<file path="src/ccad_pkg.sv">
// package: register map, field layout and timing constants for cca decision and lqi
package ccad_pkg;
  // ****************************************
  // register offsets
  // ****************************************
  localparam logic [5:0] CCAD_STATUS_ADDR = 6'h01;
  localparam logic [5:0] CCAD_CHCTRL_ADDR = 6'h08;
  localparam logic [5:0] CCAD_THRES_ADDR = 6'h09;
  // ****************************************
  // field positions
  // ****************************************
  localparam int CCAD_TRIG_BIT = 7;
  localparam int CCAD_MODE_HI = 6;
  localparam int CCAD_MODE_LO = 5;
  localparam int CCAD_LEVEL_HI = 3;
  localparam int CCAD_LEVEL_LO = 0;
  localparam int CCAD_DONE_BIT = 7;
  localparam int CCAD_IDLE_BIT = 6;
  // ****************************************
  // reset values
  // ****************************************
  localparam logic [7:0] CCAD_CHCTRL_RST = 8'h2B;
  localparam logic [7:0] CCAD_THRES_RST = 8'hC7;
  // ****************************************
  // timing
  // ****************************************
  localparam int CCAD_SYMBOL_NS = 16000;
  localparam int CCAD_CLK_NS = 5;
  localparam int CCAD_SYMBOLS = 8;
  localparam int CCAD_MEAS_CYCLES = (CCAD_SYMBOLS * CCAD_SYMBOL_NS) / CCAD_CLK_NS;
  localparam int CCAD_STEP_DB = 2;
  localparam int CCAD_MIN_PSDU = 2;
  typedef enum logic [2:0]
  {
    CCAD_IDLE = 3'b001,
    CCAD_MEAS = 3'b010,
    CCAD_DONE = 3'b100
  } ccad_state_e;
endpackage

</file>
<file path="src/ccad_lqi_acc.sv">
// module: lqi accumulator over per-symbol correlation results
`timescale 1ns/1ps
module ccad_lqi_acc
(
  input wire logic mclk,
  input wire logic rst_n,
  input wire logic frameStart,
  input wire logic corrValid,
  input wire logic [7:0] corrValue,
  input wire logic frameEnd,
  input wire logic [7:0] psduLength,
  output logic lqiValid,
  output logic [7:0] lqiValue
);
  import ccad_pkg::*;
  logic [15:0] sum_q, sum_d;
  logic [7:0] cnt_q, cnt_d;
  logic valid_q, valid_d;
  logic [7:0] lqi_q, lqi_d;
  logic [15:0] avg;

  always_comb
  begin
    sum_d = sum_q;
    cnt_d = cnt_q;
    valid_d = 1'b0;
    lqi_d = lqi_q;
    avg = (cnt_q == 8'h00) ? 16'h0000 : sum_q / {8'h00, cnt_q};
    if (frameStart)
    begin
      sum_d = 16'h0000;
      cnt_d = 8'h00;
    end
    else if (corrValid && cnt_q != 8'hFF)
    begin
      // averaging over many symbols R08
      sum_d = sum_q + {8'h00, corrValue};
      cnt_d = cnt_q + 8'h01;
    end
    if (frameEnd)
    begin
      // short frames give zero, no meaningful quality R10
      lqi_d = (psduLength >= 8'(CCAD_MIN_PSDU)) ? avg[7:0] : 8'h00;
      valid_d = psduLength >= 8'(CCAD_MIN_PSDU);
    end
  end

  always_ff @(posedge mclk)
  begin
    if (!rst_n)
    begin
      sum_q <= 16'h0000;
      cnt_q <= 8'h00;
      valid_q <= 1'b0;
      lqi_q <= 8'h00;
    end
    else
    begin
      sum_q <= sum_d;
      cnt_q <= cnt_d;
      valid_q <= valid_d;
      lqi_q <= lqi_d;
    end
  end

  assign lqiValid = valid_q;
  assign lqiValue = lqi_q;
endmodule // ccad_lqi_acc

</file>
<file path="src/ccad_top.sv">
// module: clear channel assessment decision and link quality reporting
// Overview of operation
// mode 0 reports busy when carrier sense or energy says busy.
// mode 1, the reset default, decides from energy comparison only.
// mode 2 decides from carrier sense only.
// mode 3 reports busy only when both say busy.
// mode field sits in bits 6:5 of channel control, read and write.
// energy busy when power exceeds floor plus 2 dB times level; bits 3:0, reset 7.
// modes 0 and 3 reuse the same energy comparison result.
// each frame gets a quality value from correlations over many symbols.
// quality value is unsigned 0 to 255, higher is better.
// valid quality only for payloads of at least two octets.
// quality value available only after frame end event.
// host reads the quality value from the frame buffer after frame end.
// on completion the idle flag is 1 for idle, 0 for busy.
// a trigger write ends with the assessment done event.
// in listening state the assessment spans eight symbol periods.
// the quality value is appended to the stored frame.
`timescale 1ns/1ps
module ccad_top
#(
  parameter int MEAS_CYCLES = ccad_pkg::CCAD_MEAS_CYCLES
)
(
  input wire logic mclk,
  input wire logic rst_n,
  input wire logic regWrite,
  input wire logic regRead,
  input wire logic [5:0] regAddr,
  input wire logic [7:0] regWdata,
  output logic [7:0] regRdata,
  input wire logic rxListening,
  input wire logic carrierBusy,
  input wire logic [7:0] powerDbm,
  input wire logic [7:0] signalFloorValue,
  input wire logic frameStart,
  input wire logic corrValid,
  input wire logic [7:0] corrValue,
  input wire logic frameEnd,
  input wire logic [7:0] psduLength,
  input wire logic [7:0] frameEndAddr,
  output logic assessmentDoneEvent,
  output logic frameEndEvent,
  output logic lqiWrite,
  output logic [7:0] lqiAddr,
  output logic [7:0] lqiData
);
  import ccad_pkg::*;

  // ****************************************
  // registers
  // ****************************************
  logic [7:0] chctrl_q, chctrl_d;
  logic [7:0] thres_q, thres_d;
  logic done_q, done_d;
  logic idle_q, idle_d;
  logic evt_q, evt_d;
  logic [7:0] rdata_q, rdata_d;
  logic [1:0] busyMode;
  logic [3:0] busyLevel;
  logic energyBusy, channelBusy, trigger;
  logic [8:0] threshold;
  logic [31:0] cnt_q, cnt_d;
  ccad_state_e state_q, state_d;
  logic lqiValid;
  logic [7:0] lqiValue;
  logic [7:0] endAddr_q, endAddr_d;

  function automatic logic cca_decide(input logic [1:0] m, input logic e, input logic c);
    case (m)
      2'h0: cca_decide = e | c;
      2'h1: cca_decide = e;
      2'h2: cca_decide = c;
      default: cca_decide = e & c;
    endcase
  endfunction

  assign busyMode = chctrl_q[CCAD_MODE_HI:CCAD_MODE_LO];
  assign busyLevel = thres_q[CCAD_LEVEL_HI:CCAD_LEVEL_LO];
  // 9 bits so a high floor plus level cannot wrap into a false busy
  assign threshold = {1'b0, signalFloorValue} + 9'(busyLevel * CCAD_STEP_DB);
  assign energyBusy = {1'b0, powerDbm} > threshold;
  assign channelBusy = cca_decide(busyMode, energyBusy, carrierBusy);
  assign trigger = regWrite && regAddr == CCAD_CHCTRL_ADDR && regWdata[CCAD_TRIG_BIT];

  // ****************************************
  // register access and assessment sequence
  // ****************************************
  always_comb
  begin
    chctrl_d = chctrl_q;
    thres_d = thres_q;
    done_d = done_q;
    idle_d = idle_q;
    evt_d = 1'b0;
    state_d = state_q;
    cnt_d = cnt_q;
    rdata_d = rdata_q;
    if (regWrite && regAddr == CCAD_CHCTRL_ADDR)
    begin
      // trigger bit self-clears, reads always zero
      chctrl_d = {1'b0, regWdata[6:0]};
    end
    if (regWrite && regAddr == CCAD_THRES_ADDR)
    begin
      thres_d = regWdata;
    end
    case (state_q)
      CCAD_IDLE:
      begin
        if (trigger)
        begin
          done_d = 1'b0;
          idle_d = 1'b0;
          cnt_d = 32'h0;
          // outside listening no measurement runs, but done still fires
          state_d = rxListening ? CCAD_MEAS : CCAD_DONE;
        end
      end
      CCAD_MEAS:
      begin
        if (channelBusy)
        begin
          idle_d = 1'b0;
        end
        cnt_d = cnt_q + 32'h1;
        if (cnt_q == 32'(MEAS_CYCLES - 1))
        begin
          // keep the running result so a quiet last sample cannot hide an earlier busy one
          state_d = CCAD_DONE;
        end
        if (cnt_q == 32'h0)
        begin
          idle_d = 1'b1;
        end
      end
      CCAD_DONE:
      begin
        done_d = 1'b1;
        evt_d = 1'b1;
        state_d = CCAD_IDLE;
      end
      default: state_d = CCAD_IDLE;
    endcase
    if (state_q == CCAD_MEAS && channelBusy)
    begin
      // any busy sample during the window marks the channel busy
      idle_d = 1'b0;
    end
    if (regRead)
    begin
      case (regAddr)
        CCAD_STATUS_ADDR: rdata_d = {done_q, idle_q, 6'h00};
        CCAD_CHCTRL_ADDR: rdata_d = chctrl_q;
        CCAD_THRES_ADDR: rdata_d = thres_q;
        default: rdata_d = 8'h00;
      endcase
    end
  end

  always_ff @(posedge mclk)
  begin
    if (!rst_n)
    begin
      chctrl_q <= CCAD_CHCTRL_RST;
      thres_q <= CCAD_THRES_RST;
      done_q <= 1'b0;
      idle_q <= 1'b0;
      evt_q <= 1'b0;
      state_q <= CCAD_IDLE;
      cnt_q <= 32'h0;
      rdata_q <= 8'h00;
    end
    else
    begin
      chctrl_q <= chctrl_d;
      thres_q <= thres_d;
      done_q <= done_d;
      idle_q <= idle_d;
      evt_q <= evt_d;
      state_q <= state_d;
      cnt_q <= cnt_d;
      rdata_q <= rdata_d;
    end
  end

  // ****************************************
  // link quality
  // ****************************************
  ccad_lqi_acc u_lqi
  (
    .mclk(mclk),
    .rst_n(rst_n),
    .frameStart(frameStart),
    .corrValid(corrValid),
    .corrValue(corrValue),
    .frameEnd(frameEnd),
    .psduLength(psduLength),
    .lqiValid(lqiValid),
    .lqiValue(lqiValue)
  );

  always_comb
  begin
    endAddr_d = frameEnd ? frameEndAddr : endAddr_q;
  end

  always_ff @(posedge mclk)
  begin
    if (!rst_n)
    begin
      endAddr_q <= 8'h00;
    end
    else
    begin
      endAddr_q <= endAddr_d;
    end
  end

  // the value lands in the buffer the same cycle the end event fires, so any read after it sees it
  assign lqiWrite = lqiValid;
  assign lqiAddr = endAddr_q;
  assign lqiData = lqiValue;
  assign frameEndEvent = lqiValid;
  assign assessmentDoneEvent = evt_q;
  assign regRdata = rdata_q;
endmodule // ccad_top

</file>
<file path="config.mk">
export PLATFORM = sky130hd
export DESIGN_NAME = ccad_top
export DESIGN_NICKNAME = d
export VERILOG_FILES = /design/src/ccad_pkg.sv /design/src/ccad_lqi_acc.sv /design/src/ccad_top.sv
export SDC_FILE = /design/constraint.sdc
export NUM_CORES = 1
export LEC_CHECK = 0
export ABC_CLOCK_PERIOD_IN_PS = 56200
export BUFFER_PORTS_ARGS = -buffer_cell sky130_fd_sc_hd__buf_2
export CELL_PAD_IN_SITES_DETAIL_PLACEMENT = 1
export CELL_PAD_IN_SITES_GLOBAL_PLACEMENT = 2
export CORE_ASPECT_RATIO = 0.5
export CORE_MARGIN = 2
export CORE_UTILIZATION = 33
export DETAILED_ROUTE_END_ITERATION = 10
export GPL_ROUTABILITY_DRIVEN = 0
export GPL_TIMING_DRIVEN = 0
export PLACE_DENSITY_LB_ADDON = 0.1
export SYNTH_ARGS = -nofsm -noshare
export SYNTH_HDL_FRONTEND = slang
export SYNTH_SLANG_ARGS = --single-unit
</file>
<file path="constraint.sdc">
create_clock -name mclk -period 56.2 [get_ports mclk]
set_input_delay 2.81 -clock mclk [delete_from_list [all_inputs] [get_ports mclk]]
set_output_delay 2.81 -clock mclk [all_outputs]
set_load 0.02 [all_outputs]
</file>
==> results of run 1 <==
==> final cells by class <==
type	count	area [um2]
multi-input cells	1124	7990
inverters	43	161
clock inverters	7	75.1
well taps	423	529
plain buffers	45	199
fillers	3795	19000
repair buffers	86	430
flip-flops and latches	102	2040
clock buffers	9	225
==> logic make-up after synthesis <==
family / count (synthesis) / share of synthesized area [%]
simple gates: 481 / 22.5
compound gates: 384 / 26.4
fa+ha+maj: 128 / 15.5
flops: 102 / 19.6
buf+inv: 88 / 3.47
mux: 71 / 7.48
xor+xnor: 60 / 5.06
==> how the worst max path moves through the flow <==
stage	start	endpoint	slack [ns]	cells past startpoint
after floorplan	u_lqi.cnt_q[7]	u_lqi.lqiValue[0]	27.54	140
after global placement	u_lqi.cnt_q[3]	u_lqi.lqiValue[0]	22.67	138
after detailed placement	u_lqi.cnt_q[3]	u_lqi.lqiValue[0]	22.16	137
after CTS	u_lqi.cnt_q[3]	u_lqi.lqiValue[0]	22.01	137
after global routing	u_lqi.cnt_q[3]	u_lqi.lqiValue[0]	19.31	139
final	u_lqi.cnt_q[3]	u_lqi.lqiValue[0]	21.84	138
==> metal layers <==
layer  vias up  GRT usage, %  wire length (um)
li1       5056             -                 -
met5         -             0                 0
met1      4967          26.9             16600
met3        19          2.63               698
met4         0          3.68               310
met2        79          35.7             15300
==> cells in the final DEF, fill, tap and decap left out, types with 33 or more instances in the layout <==
| cell type | count |
|---|---|
| a21oi_1 | 110 |
| buf_2 | 89 |
| clkbuf_1 | 35 |
| dfxtp_1 | 102 |
| ha_1 | 125 |
| inv_1 | 42 |
| mux2i_1 | 41 |
| nand2_1 | 93 |
| nand3_1 | 34 |
| nor2_1 | 163 |
| nor3_1 | 46 |
| o21a_1 | 54 |
| o21ai_0 | 49 |
| xnor2_1 | 33 |
==> registers in the layout, indices dropped and copies added, names as in the netlist <==
register / count
assessmentDoneEvent: 1
chctrl_q: 7
cnt_q: 32
done_q: 1
idle_q: 1
lqiAddr: 8
regRdata: 8
state_q: 3
thres_q: 8
u_lqi.cnt_q: 8
u_lqi.lqiValid: 1
u_lqi.lqiValue: 8
u_lqi.sum_q: 16
==> metrics by stage <==
step                worst slack (ns)  hold slack (ns)  cells  utilization (%)  instance area, um2
global route                   19.31            0.504   1839             38.0               11700
CTS                            22.01            0.481   1839             38.0               11700
global placement               22.67            0.454   1823             37.1               11400
finish                         21.84            0.478   1839             38.0               11700
detailed placement             22.16            0.459   1823             37.1               11400
floorplan                      27.54            0.437   1314                -               10400
==> worst min-delay path: stages (launching register included) <==
cell and delay [ns]:
dfxtp_1 0.33, mux2i_1 0.07, nand2_1 0.06
==> results.py, run 1 <==
metrics = {
    "sta": {
        "tns_ns": 0,
        "worst_slew_pin_slew_ns": 1.03,
        "setup_violations": 0,
        "period_share_pct": 61.1,
        "max_freq_ghz": 0.0291,
        "final_hold_viol_count": 0,
        "drv_slew": 0,
        "period_needed_ns": 34.36,
        "slew-limit-headroom_pct": 31.3,
        "rsz0062_at_grt": "no",
        "finalClockSkew_ns": 0.0104,
    },
    "clock_network": {
        "cts.sinks": 102,
        "cts.hold.buffers_added": 0,
        "clockBufferDepth": 2,
        "post-cts-setup-buffers": 0,
        "clkTransAtPathRegs_ns": 0.08,
        "ctsRootBufferMaster": "clkbuf_16",
        "htreeDepth": 3,
        "ctsResizeCount": 0,
        "numCtsBuffers": 9,
        "cts_tree": "built",
        "clk_latency_ns": 0.37,
    },
    "min_path": {
        "hp-class": "flop to flop",
        "worstHoldPathCells": 2,
        "worstHoldStart": "chctrl_q[0]",
        "min_to": "chctrl_q[0]",
    },
    "synthesis": {
        "netlist.area_leader.share_pct": 19.6,
        "synth_cell_types": 102,
        "seq_area_frac_synth_pct": 19.6,
        "synth_edf_count": 0,
        "syn_inst": 1314,
        "avgSynthCellArea_um2": 7.91,
        "netlist.top_cell.by_area": "dfxtp_1",
        "synth-warning-count": 0,
        "ys.flop_type": "dfxtp_1",
        "syn_area_um2": 10400,
        "postSynth.asyncResetShare_pct": 0,
        "synth_commonest_cells": "nor2_1, ha_1, a21oi_1",
        "yosysMostFrequentCell": "nor2_1",
        "syn-num-nets": 1504,
        "synth_area_leaders": "dfxtp_1, ha_1, nor2_1",
        "synth-seq-cells": 102,
    },
    "route": {
        "ant_nets": 0,
        "drcViolationCount": 0,
        "drt_pass1_iterations": 4,
        "routedWlPerCell_um": 17.9,
        "vias_per_cell": 5.50,
        "drt_iter0_markers": 349,
        "vias": 10121,
        "drt-total-wl_mm": 32.9,
    },
    "die": {
        "num_rows": 45,
        "coreArea_um2": 30600,
        "die_y_um": 129,
        "die_x_um": 255,
        "io_pins": 90,
        "die_area_um2": 33000,
        "initial_utilization_pct": 33.9,
    },
    "setup_path": {
        "cp-start-kind": "flop",
        "path_class": "flop to flop",
        "end_kind": "flop",
        "cp_num_buf_inv": 8,
        "reg2reg_to": "u_lqi.lqiValue[0]",
        "worst_r2r_path_depth": 138,
        "max_stage_delay_ns": 0.85,
        "crit_top_cell": "o21a_1",
        "ff2ff_setup_slack_ns": 21.84,
        "crit_path_top_delay_cell": "a221oi_1",
        "required_ns": 56.47,
        "path_max_fanout": 18,
        "critical_path.top_delay_family": "compound AO/OA/AOI/OAI gates",
        "critPathArrivalTime_ns": 34.63,
        "rr_startpoint": "u_lqi.cnt_q[3]",
    },
    "cells_and_area": {
        "drive_above_1_share_pct": 14.3,
        "num_antenna_cells": 0,
        "area_growth_pct": 12.1,
        "nets": 1601,
    },
    "placed_design": {
        "dpl.hpwl_mm": 26.2,
        "io_buffers": 86,
    },
    "global_route": {
        "grt_usage_pct": 20.3,
        "antenna_found_initial": 0,
        "grt_pass1_wl_mm": 53.8,
        "grt_overflow": 0,
        "grt_max_degree": 21,
        "grt_pass1_vias": 10395,
    },
    "outcome": {
        "outcome": "completed",
    },
    "flow_run": {
        "drv_cap": 0,
    },
}
Power of run 1 is not shown: default switching activity piles up to over one toggle a cycle in this logic, so the estimate is an artifact.
==> run 2, diff against run 1 <==
--- a/config.mk
+++ b/config.mk
@@ -5,7 +5,7 @@
 export SDC_FILE = /design/constraint.sdc
 export NUM_CORES = 1
 export LEC_CHECK = 0
-export ABC_CLOCK_PERIOD_IN_PS = 56200
+export ABC_CLOCK_PERIOD_IN_PS = 30100
 export BUFFER_PORTS_ARGS = -buffer_cell sky130_fd_sc_hd__buf_2
 export CELL_PAD_IN_SITES_DETAIL_PLACEMENT = 1
 export CELL_PAD_IN_SITES_GLOBAL_PLACEMENT = 2
==> constraint.sdc (replaced) <==
create_clock -name mclk -period 30.1 [get_ports mclk]
set_input_delay 1.505 -clock mclk [delete_from_list [all_inputs] [get_ports mclk]]
set_output_delay 1.505 -clock mclk [all_outputs]
set_load 0.02 [all_outputs]
==> run 2 against run 1 <==
  * Non-clock buffer count up 83
  * Clock skew grew 0.0023 ns
  * Sequential share of layout area fell by 1.7 points
  * Routed wire length up 6.0%
  * Via count increased by 4.4%
  * Die area did not move
  * Register-to-register slack worse by 21 ns
  * Cell count up 4.6%
  * Worst hold slack gained 0.00052 ns
  * Critical path type unchanged
==> results.py, run 2 (synthesis gave the netlist of run 1 again) <==
metrics = {
    "outcome": {
        "outcome": "completed",
    },
    "clock_network": {
        "cts_tree": "built",
        "clockBufferDepth": 2,
        "cts.hold.buffers_added": 0,
        "htreeDepth": 3,
        "numCtsBuffers": 9,
        "ctsRootBufferMaster": "clkbuf_16",
        "clk_latency_ns": 0.37,
        "cts.sinks": 102,
        "clkTransAtPathRegs_ns": 0.09,
    },
    "route": {
        "ant_nets": 0,
        "drcViolationCount": 0,
        "drt-total-wl_mm": 34.9,
        "drt_pass1_iterations": 4,
        "vias": 10563,
        "routedWlPerCell_um": 18.1,
        "vias_per_cell": 5.49,
        "drt_iter0_markers": 335,
    },
    "setup_path": {
        "required_ns": 30.37,
        "crit_end": "u_lqi.lqiValue[0]",
        "crit_top_cell": "o21a_1",
        "path_class": "flop to flop",
        "end_kind": "flop",
        "cp-start-kind": "flop",
        "cp-startpoint": "u_lqi.cnt_q[6]",
        "crit_path_top_delay_cell": "or4b_2",
        "path_max_fanout": 10,
        "ff2ff_setup_slack_ns": 1.26,
        "critPathArrivalTime_ns": 29.11,
        "rr_startpoint": "u_lqi.cnt_q[6]",
        "reg2reg_to": "u_lqi.lqiValue[0]",
        "worst_r2r_path_depth": 139,
        "max_stage_delay_ns": 0.61,
    },
    "cells_and_area": {
        "area_growth_pct": 24.5,
        "layout_common_cells": "nor2_1, ha_1, dfxtp_1",
        "reg.largest.list": "cnt_q x32, u_lqi.sum_q x16",
        "largest_reg_flops": 32,
        "largest_register": "cnt_q",
        "n_fill_cell": 3726,
        "drive_above_1_share_pct": 24.2,
        "nets": 1684,
        "final_common_cell": "nor2_1",
    },
    "flow_run": {
        "drv_cap": 0,
    },
    "die": {
        "io_pins": 90,
        "coreArea_um2": 30600,
        "die_x_um": 255,
        "die_y_um": 129,
        "num_rows": 45,
        "die_area_um2": 33000,
        "initial_utilization_pct": 33.9,
    },
    "sta": {
        "period_needed_ns": 28.84,
        "slew-limit-headroom_pct": 36.6,
        "period_share_pct": 95.8,
        "finalWorstSetupSlack_ns": 1.26,
        "max_freq_ghz": 0.0347,
        "final_hold_viol_count": 0,
        "drv_slew": 0,
        "worst_slew_pin_slew_ns": 0.949,
        "setup_violations": 0,
        "finalClockSkew_ns": 0.0128,
    },
    "global_route": {
        "grt_max_degree": 21,
        "grt_pass1_wl_mm": 55.3,
        "grt_pass1_vias": 10623,
        "antenna_found_initial": 0,
        "grt_overflow": 0,
        "grt_usage_pct": 20.9,
    },
    "min_path": {
        "hp-class": "flop to flop",
    },
    "placed_design": {
        "dpl.hpwl_mm": 26.2,
        "pre_cts_ws_ns": -3.94,
        "io_buffers": 86,
    },
}
==> run 2: cell count changes in the layout (fill, tap and decap cells not counted), sizes merged <==
cell,change
buf,+85
diode,+1
clkbuf,-2
clkinvlp,+4
inv,-4
==> run 2: worst max-delay path, delay by kind of cell, from the launching register on <==
kind                     cells  cell delay (ns)
AO/OA/AOI/OAI               73            13.46
adder cells (fa/ha/maj)     15             4.42
buffers and inverters        9             1.37
flip-flops                   1             0.38
multiplexers                 9             2.63
AND/OR/NAND/NOR             33             6.37
==> run 2: worst min-delay path by stage <==
| stage | startpoint | to | slack [ns] | cells past startpoint |
|---|---|---|---|---|
| global route | chctrl_q[0] | chctrl_q[0] | 0.50 | 2 |
| finish | chctrl_q[0] | chctrl_q[0] | 0.48 | 2 |
| CTS | thres_q[6] | thres_q[6] | 0.48 | 2 |
| detailed placement | thres_q[6] | thres_q[6] | 0.46 | 2 |
| global placement | chctrl_q[1] | chctrl_q[1] | 0.45 | 2 |
| floorplan | state_q[0] | assessmentDoneEvent | 0.44 | 1 |
==> run 2: repair_timing <==
item / in CTS / in global routing
resized for setup: 62 / 67
setup buffers: 24 / 61
pin swaps: 15 / 51
endpoints found under the setup margin: 2 / 2
==> run 2: per-layer routing <==
layer  routed length (um)  global-route usage [%]  vias to the layer above
met5                    0                       0                        -
met1                16900                    27.4                     5229
met3                  733                    2.47                       28
met4                  429                    3.54                        0
met2                16800                    37.3                       84
li1                     -                       -                     5222
==> run 2: final cells by class <==
class	instances	area, um2	area share (%)
Clock inverter	7	75.1	0.580
Inverter	43	176	1.36
Timing Repair Buffer	171	1070	8.26
Buffer	43	221	1.71
Tap cell	423	529	4.09
Antenna cell	1	2.50	0.0193
Multi-Input combinational cell	1124	8590	66.4
Clock buffer	9	225	1.74
Sequential cell	102	2050	15.8
==> run 2: per-stage QoR <==
step	utilization, %	setup TNS, ns	area [um2]	hold slack [ns]	instances
2_1_floorplan	-	0	10400	0.437	1314
3_3_place_gp	37.1	-4.87	11400	0.454	1823
3_5_place_dp	37.1	-5.97	11400	0.459	1823
4_1_cts	39.7	0	12100	0.481	1862
5_1_grt	42.2	-0.288	12900	0.504	1922
6_report	42.3	0	12900	0.478	1923
Power of run 2 is left out for the same reason.
==> run 3, diff against run 2 <==
--- a/config.mk
+++ b/config.mk
@@ -5,7 +5,7 @@
 export SDC_FILE = /design/constraint.sdc
 export NUM_CORES = 1
 export LEC_CHECK = 0
-export ABC_CLOCK_PERIOD_IN_PS = 30100
+export ABC_CLOCK_PERIOD_IN_PS = 24000
 export BUFFER_PORTS_ARGS = -buffer_cell sky130_fd_sc_hd__buf_2
 export CELL_PAD_IN_SITES_DETAIL_PLACEMENT = 1
 export CELL_PAD_IN_SITES_GLOBAL_PLACEMENT = 2
@@ -15,7 +15,7 @@
 export DETAILED_ROUTE_END_ITERATION = 10
 export GPL_ROUTABILITY_DRIVEN = 0
 export GPL_TIMING_DRIVEN = 0
-export PLACE_DENSITY_LB_ADDON = 0.1
+export PLACE_DENSITY = 0.85
 export SYNTH_ARGS = -nofsm -noshare
 export SYNTH_HDL_FRONTEND = slang
 export SYNTH_SLANG_ARGS = --single-unit
==> constraint.sdc (replaced) <==
create_clock -name mclk -period 24 [get_ports mclk]
set_input_delay 1.2 -clock mclk [delete_from_list [all_inputs] [get_ports mclk]]
set_output_delay 1.2 -clock mclk [all_outputs]
set_load 0.02 [all_outputs]
==> run 3 against run 2 <==
  * The run now ends with negative setup slack left
  * Clock skew barely moved
  * Utilization rose by 4.0 points
  * Worst hold slack barely moved
  * First-iteration DRC count rose by 42%
  * Cell area rose by 9.6%
  * Highest routed layer unchanged
  * Via count rose by 6.4%
  * Cell count rose by 5.3%
  * Fmax rose by 4.4%
  * Critical path depth rose by 2
  * Global-route usage rose by 2.2 points
==> results.py, run 3 (synthesis gave the netlist of run 1 again) <==
metrics = {
    "sta": {
        "rsz0062_at_grt": "yes",
        "finalClockSkew_ns": 0.0126,
        "max_freq_ghz": 0.0362,
        "final_hold_viol_count": 0,
        "worst_slew_pin_slew_ns": 0.952,
        "tns_ns": -6.15,
        "slew-limit-headroom_pct": 35.7,
        "drv_slew": 0,
        "period_needed_ns": 27.62,
        "setup_violations": 2,
        "period_share_pct": 115,
        "finalWorstSetupSlack_ns": -3.62,
    },
    "route": {
        "routedWlPerCell_um": 19.4,
        "drt_iter0_markers": 476,
        "drcViolationCount": 0,
        "ant_nets": 0,
        "vias_per_cell": 5.55,
        "vias": 11242,
        "drt_pass1_iterations": 4,
        "drt-total-wl_mm": 39.3,
    },
    "setup_path": {
        "crit_path_top_delay_cell": "or4_4",
        "max_stage_delay_ns": 0.50,
        "worst_r2r_path_depth": 141,
        "reg2reg_to": "u_lqi.lqiValue[0]",
        "path_max_fanout": 8,
        "rr_startpoint": "u_lqi.cnt_q[6]",
        "critPathArrivalTime_ns": 27.89,
        "cp-startpoint": "u_lqi.cnt_q[6]",
        "crit_end": "u_lqi.lqiValue[0]",
        "crit_top_cell": "o21a_1",
        "required_ns": 24.26,
        "end_kind": "flop",
        "path_class": "flop to flop",
        "ff2ff_setup_slack_ns": -3.62,
        "cp-start-kind": "flop",
    },
    "cells_and_area": {
        "largest_reg_flops": 32,
        "layout_common_cells": "buf_4, nor2_1, ha_1",
        "drive_above_1_share_pct": 31.9,
        "final_common_cell": "buf_4",
        "fin_util_pct": 46.3,
        "num_antenna_cells": 0,
        "largest_register": "cnt_q",
        "reg.largest.list": "cnt_q x32, u_lqi.sum_q x16",
        "area_growth_pct": 36.4,
        "nets": 1787,
    },
    "clock_network": {
        "cts.sinks": 102,
        "numCtsBuffers": 9,
        "cts.hold.buffers_added": 0,
        "clkTransAtPathRegs_ns": 0.08,
        "htreeDepth": 3,
        "ctsRootBufferMaster": "clkbuf_16",
        "clockBufferDepth": 2,
        "clk_latency_ns": 0.37,
        "cts_tree": "built",
    },
    "die": {
        "die_area_um2": 33000,
        "die_x_um": 255,
        "num_rows": 45,
        "io_pins": 90,
        "die_y_um": 129,
        "coreArea_um2": 30600,
        "initial_utilization_pct": 33.9,
    },
    "min_path": {
        "hp-class": "flop to flop",
    },
    "global_route": {
        "grt_max_degree": 20,
        "grt_pass1_wl_mm": 61.0,
        "grt_pass1_vias": 11947,
        "grt_overflow": 0,
        "grt_usage_pct": 23.0,
        "antenna_found_initial": 0,
    },
    "placed_design": {
        "dpl.hpwl_mm": 26.9,
        "pre_cts_ws_ns": -6.27,
        "io_buffers": 86,
    },
    "outcome": {
        "outcome": "finished, violations left",
        "violations": "negative setup slack",
    },
    "flow_run": {
        "drv_cap": 0,
    },
}
-- run 3: critical path: cells and delay by family (launching register included) --
family,cells,cell delay [ns]
flops,1,0.36
compound gates,75,13.44
simple gates,32,5.77
fa+ha+maj,15,3.88
mux,9,2.68
buf+inv,10,1.40
-- run 3: metrics by stage --
step	instance area (um2)	hold WS [ns]	cells
CTS	13500	0.479	1971
detailed placement	11900	0.460	1823
floorplan	10900	0.437	1314
global placement	11900	0.451	1823
finish	14200	0.479	2025
global route	14200	0.507	2025
-- run 3: per-layer routing --
layer,vias to the layer above,track usage [%],share of wire (%)
li1,5405,-,-
met1,5589,27.1,44
met2,163,43.6,51
met3,85,2.41,2.1
met4,0,7.95,3.3
met5,-,0,0
-- run 3: how the worst min path moves through the flow --
| stage | start | endpoint | slack [ns] | cells after the start |
|---|---|---|---|---|
| 2_1_floorplan | state_q[0] | assessmentDoneEvent | 0.44 | 1 |
| 3_3_place_gp | thres_q[7] | thres_q[7] | 0.45 | 2 |
| 3_5_place_dp | thres_q[7] | thres_q[7] | 0.46 | 2 |
| 4_1_cts | thres_q[7] | thres_q[7] | 0.48 | 2 |
| 5_1_grt | regRdata[6] | regRdata[6] | 0.51 | 2 |
| 6_report | regRdata[6] | regRdata[6] | 0.48 | 2 |
-- run 3: area by class of cell --
cell class	count	area, um2
clock inverters	7	68.8
plain buffers	43	225
well taps	423	529
fillers	3679	16500
clock buffers	9	225
multi-input cells	1124	9000
flip-flops and latches	102	2050
repair buffers	274	1900
inverters	43	176
-- run 3: repair_timing --
item	in CTS	in global routing
pin swaps	91	101
setup buffers	134	56
gates resized for setup	65	49
setup endpoints to repair	3	3
Power of run 3 is left out for the same reason.
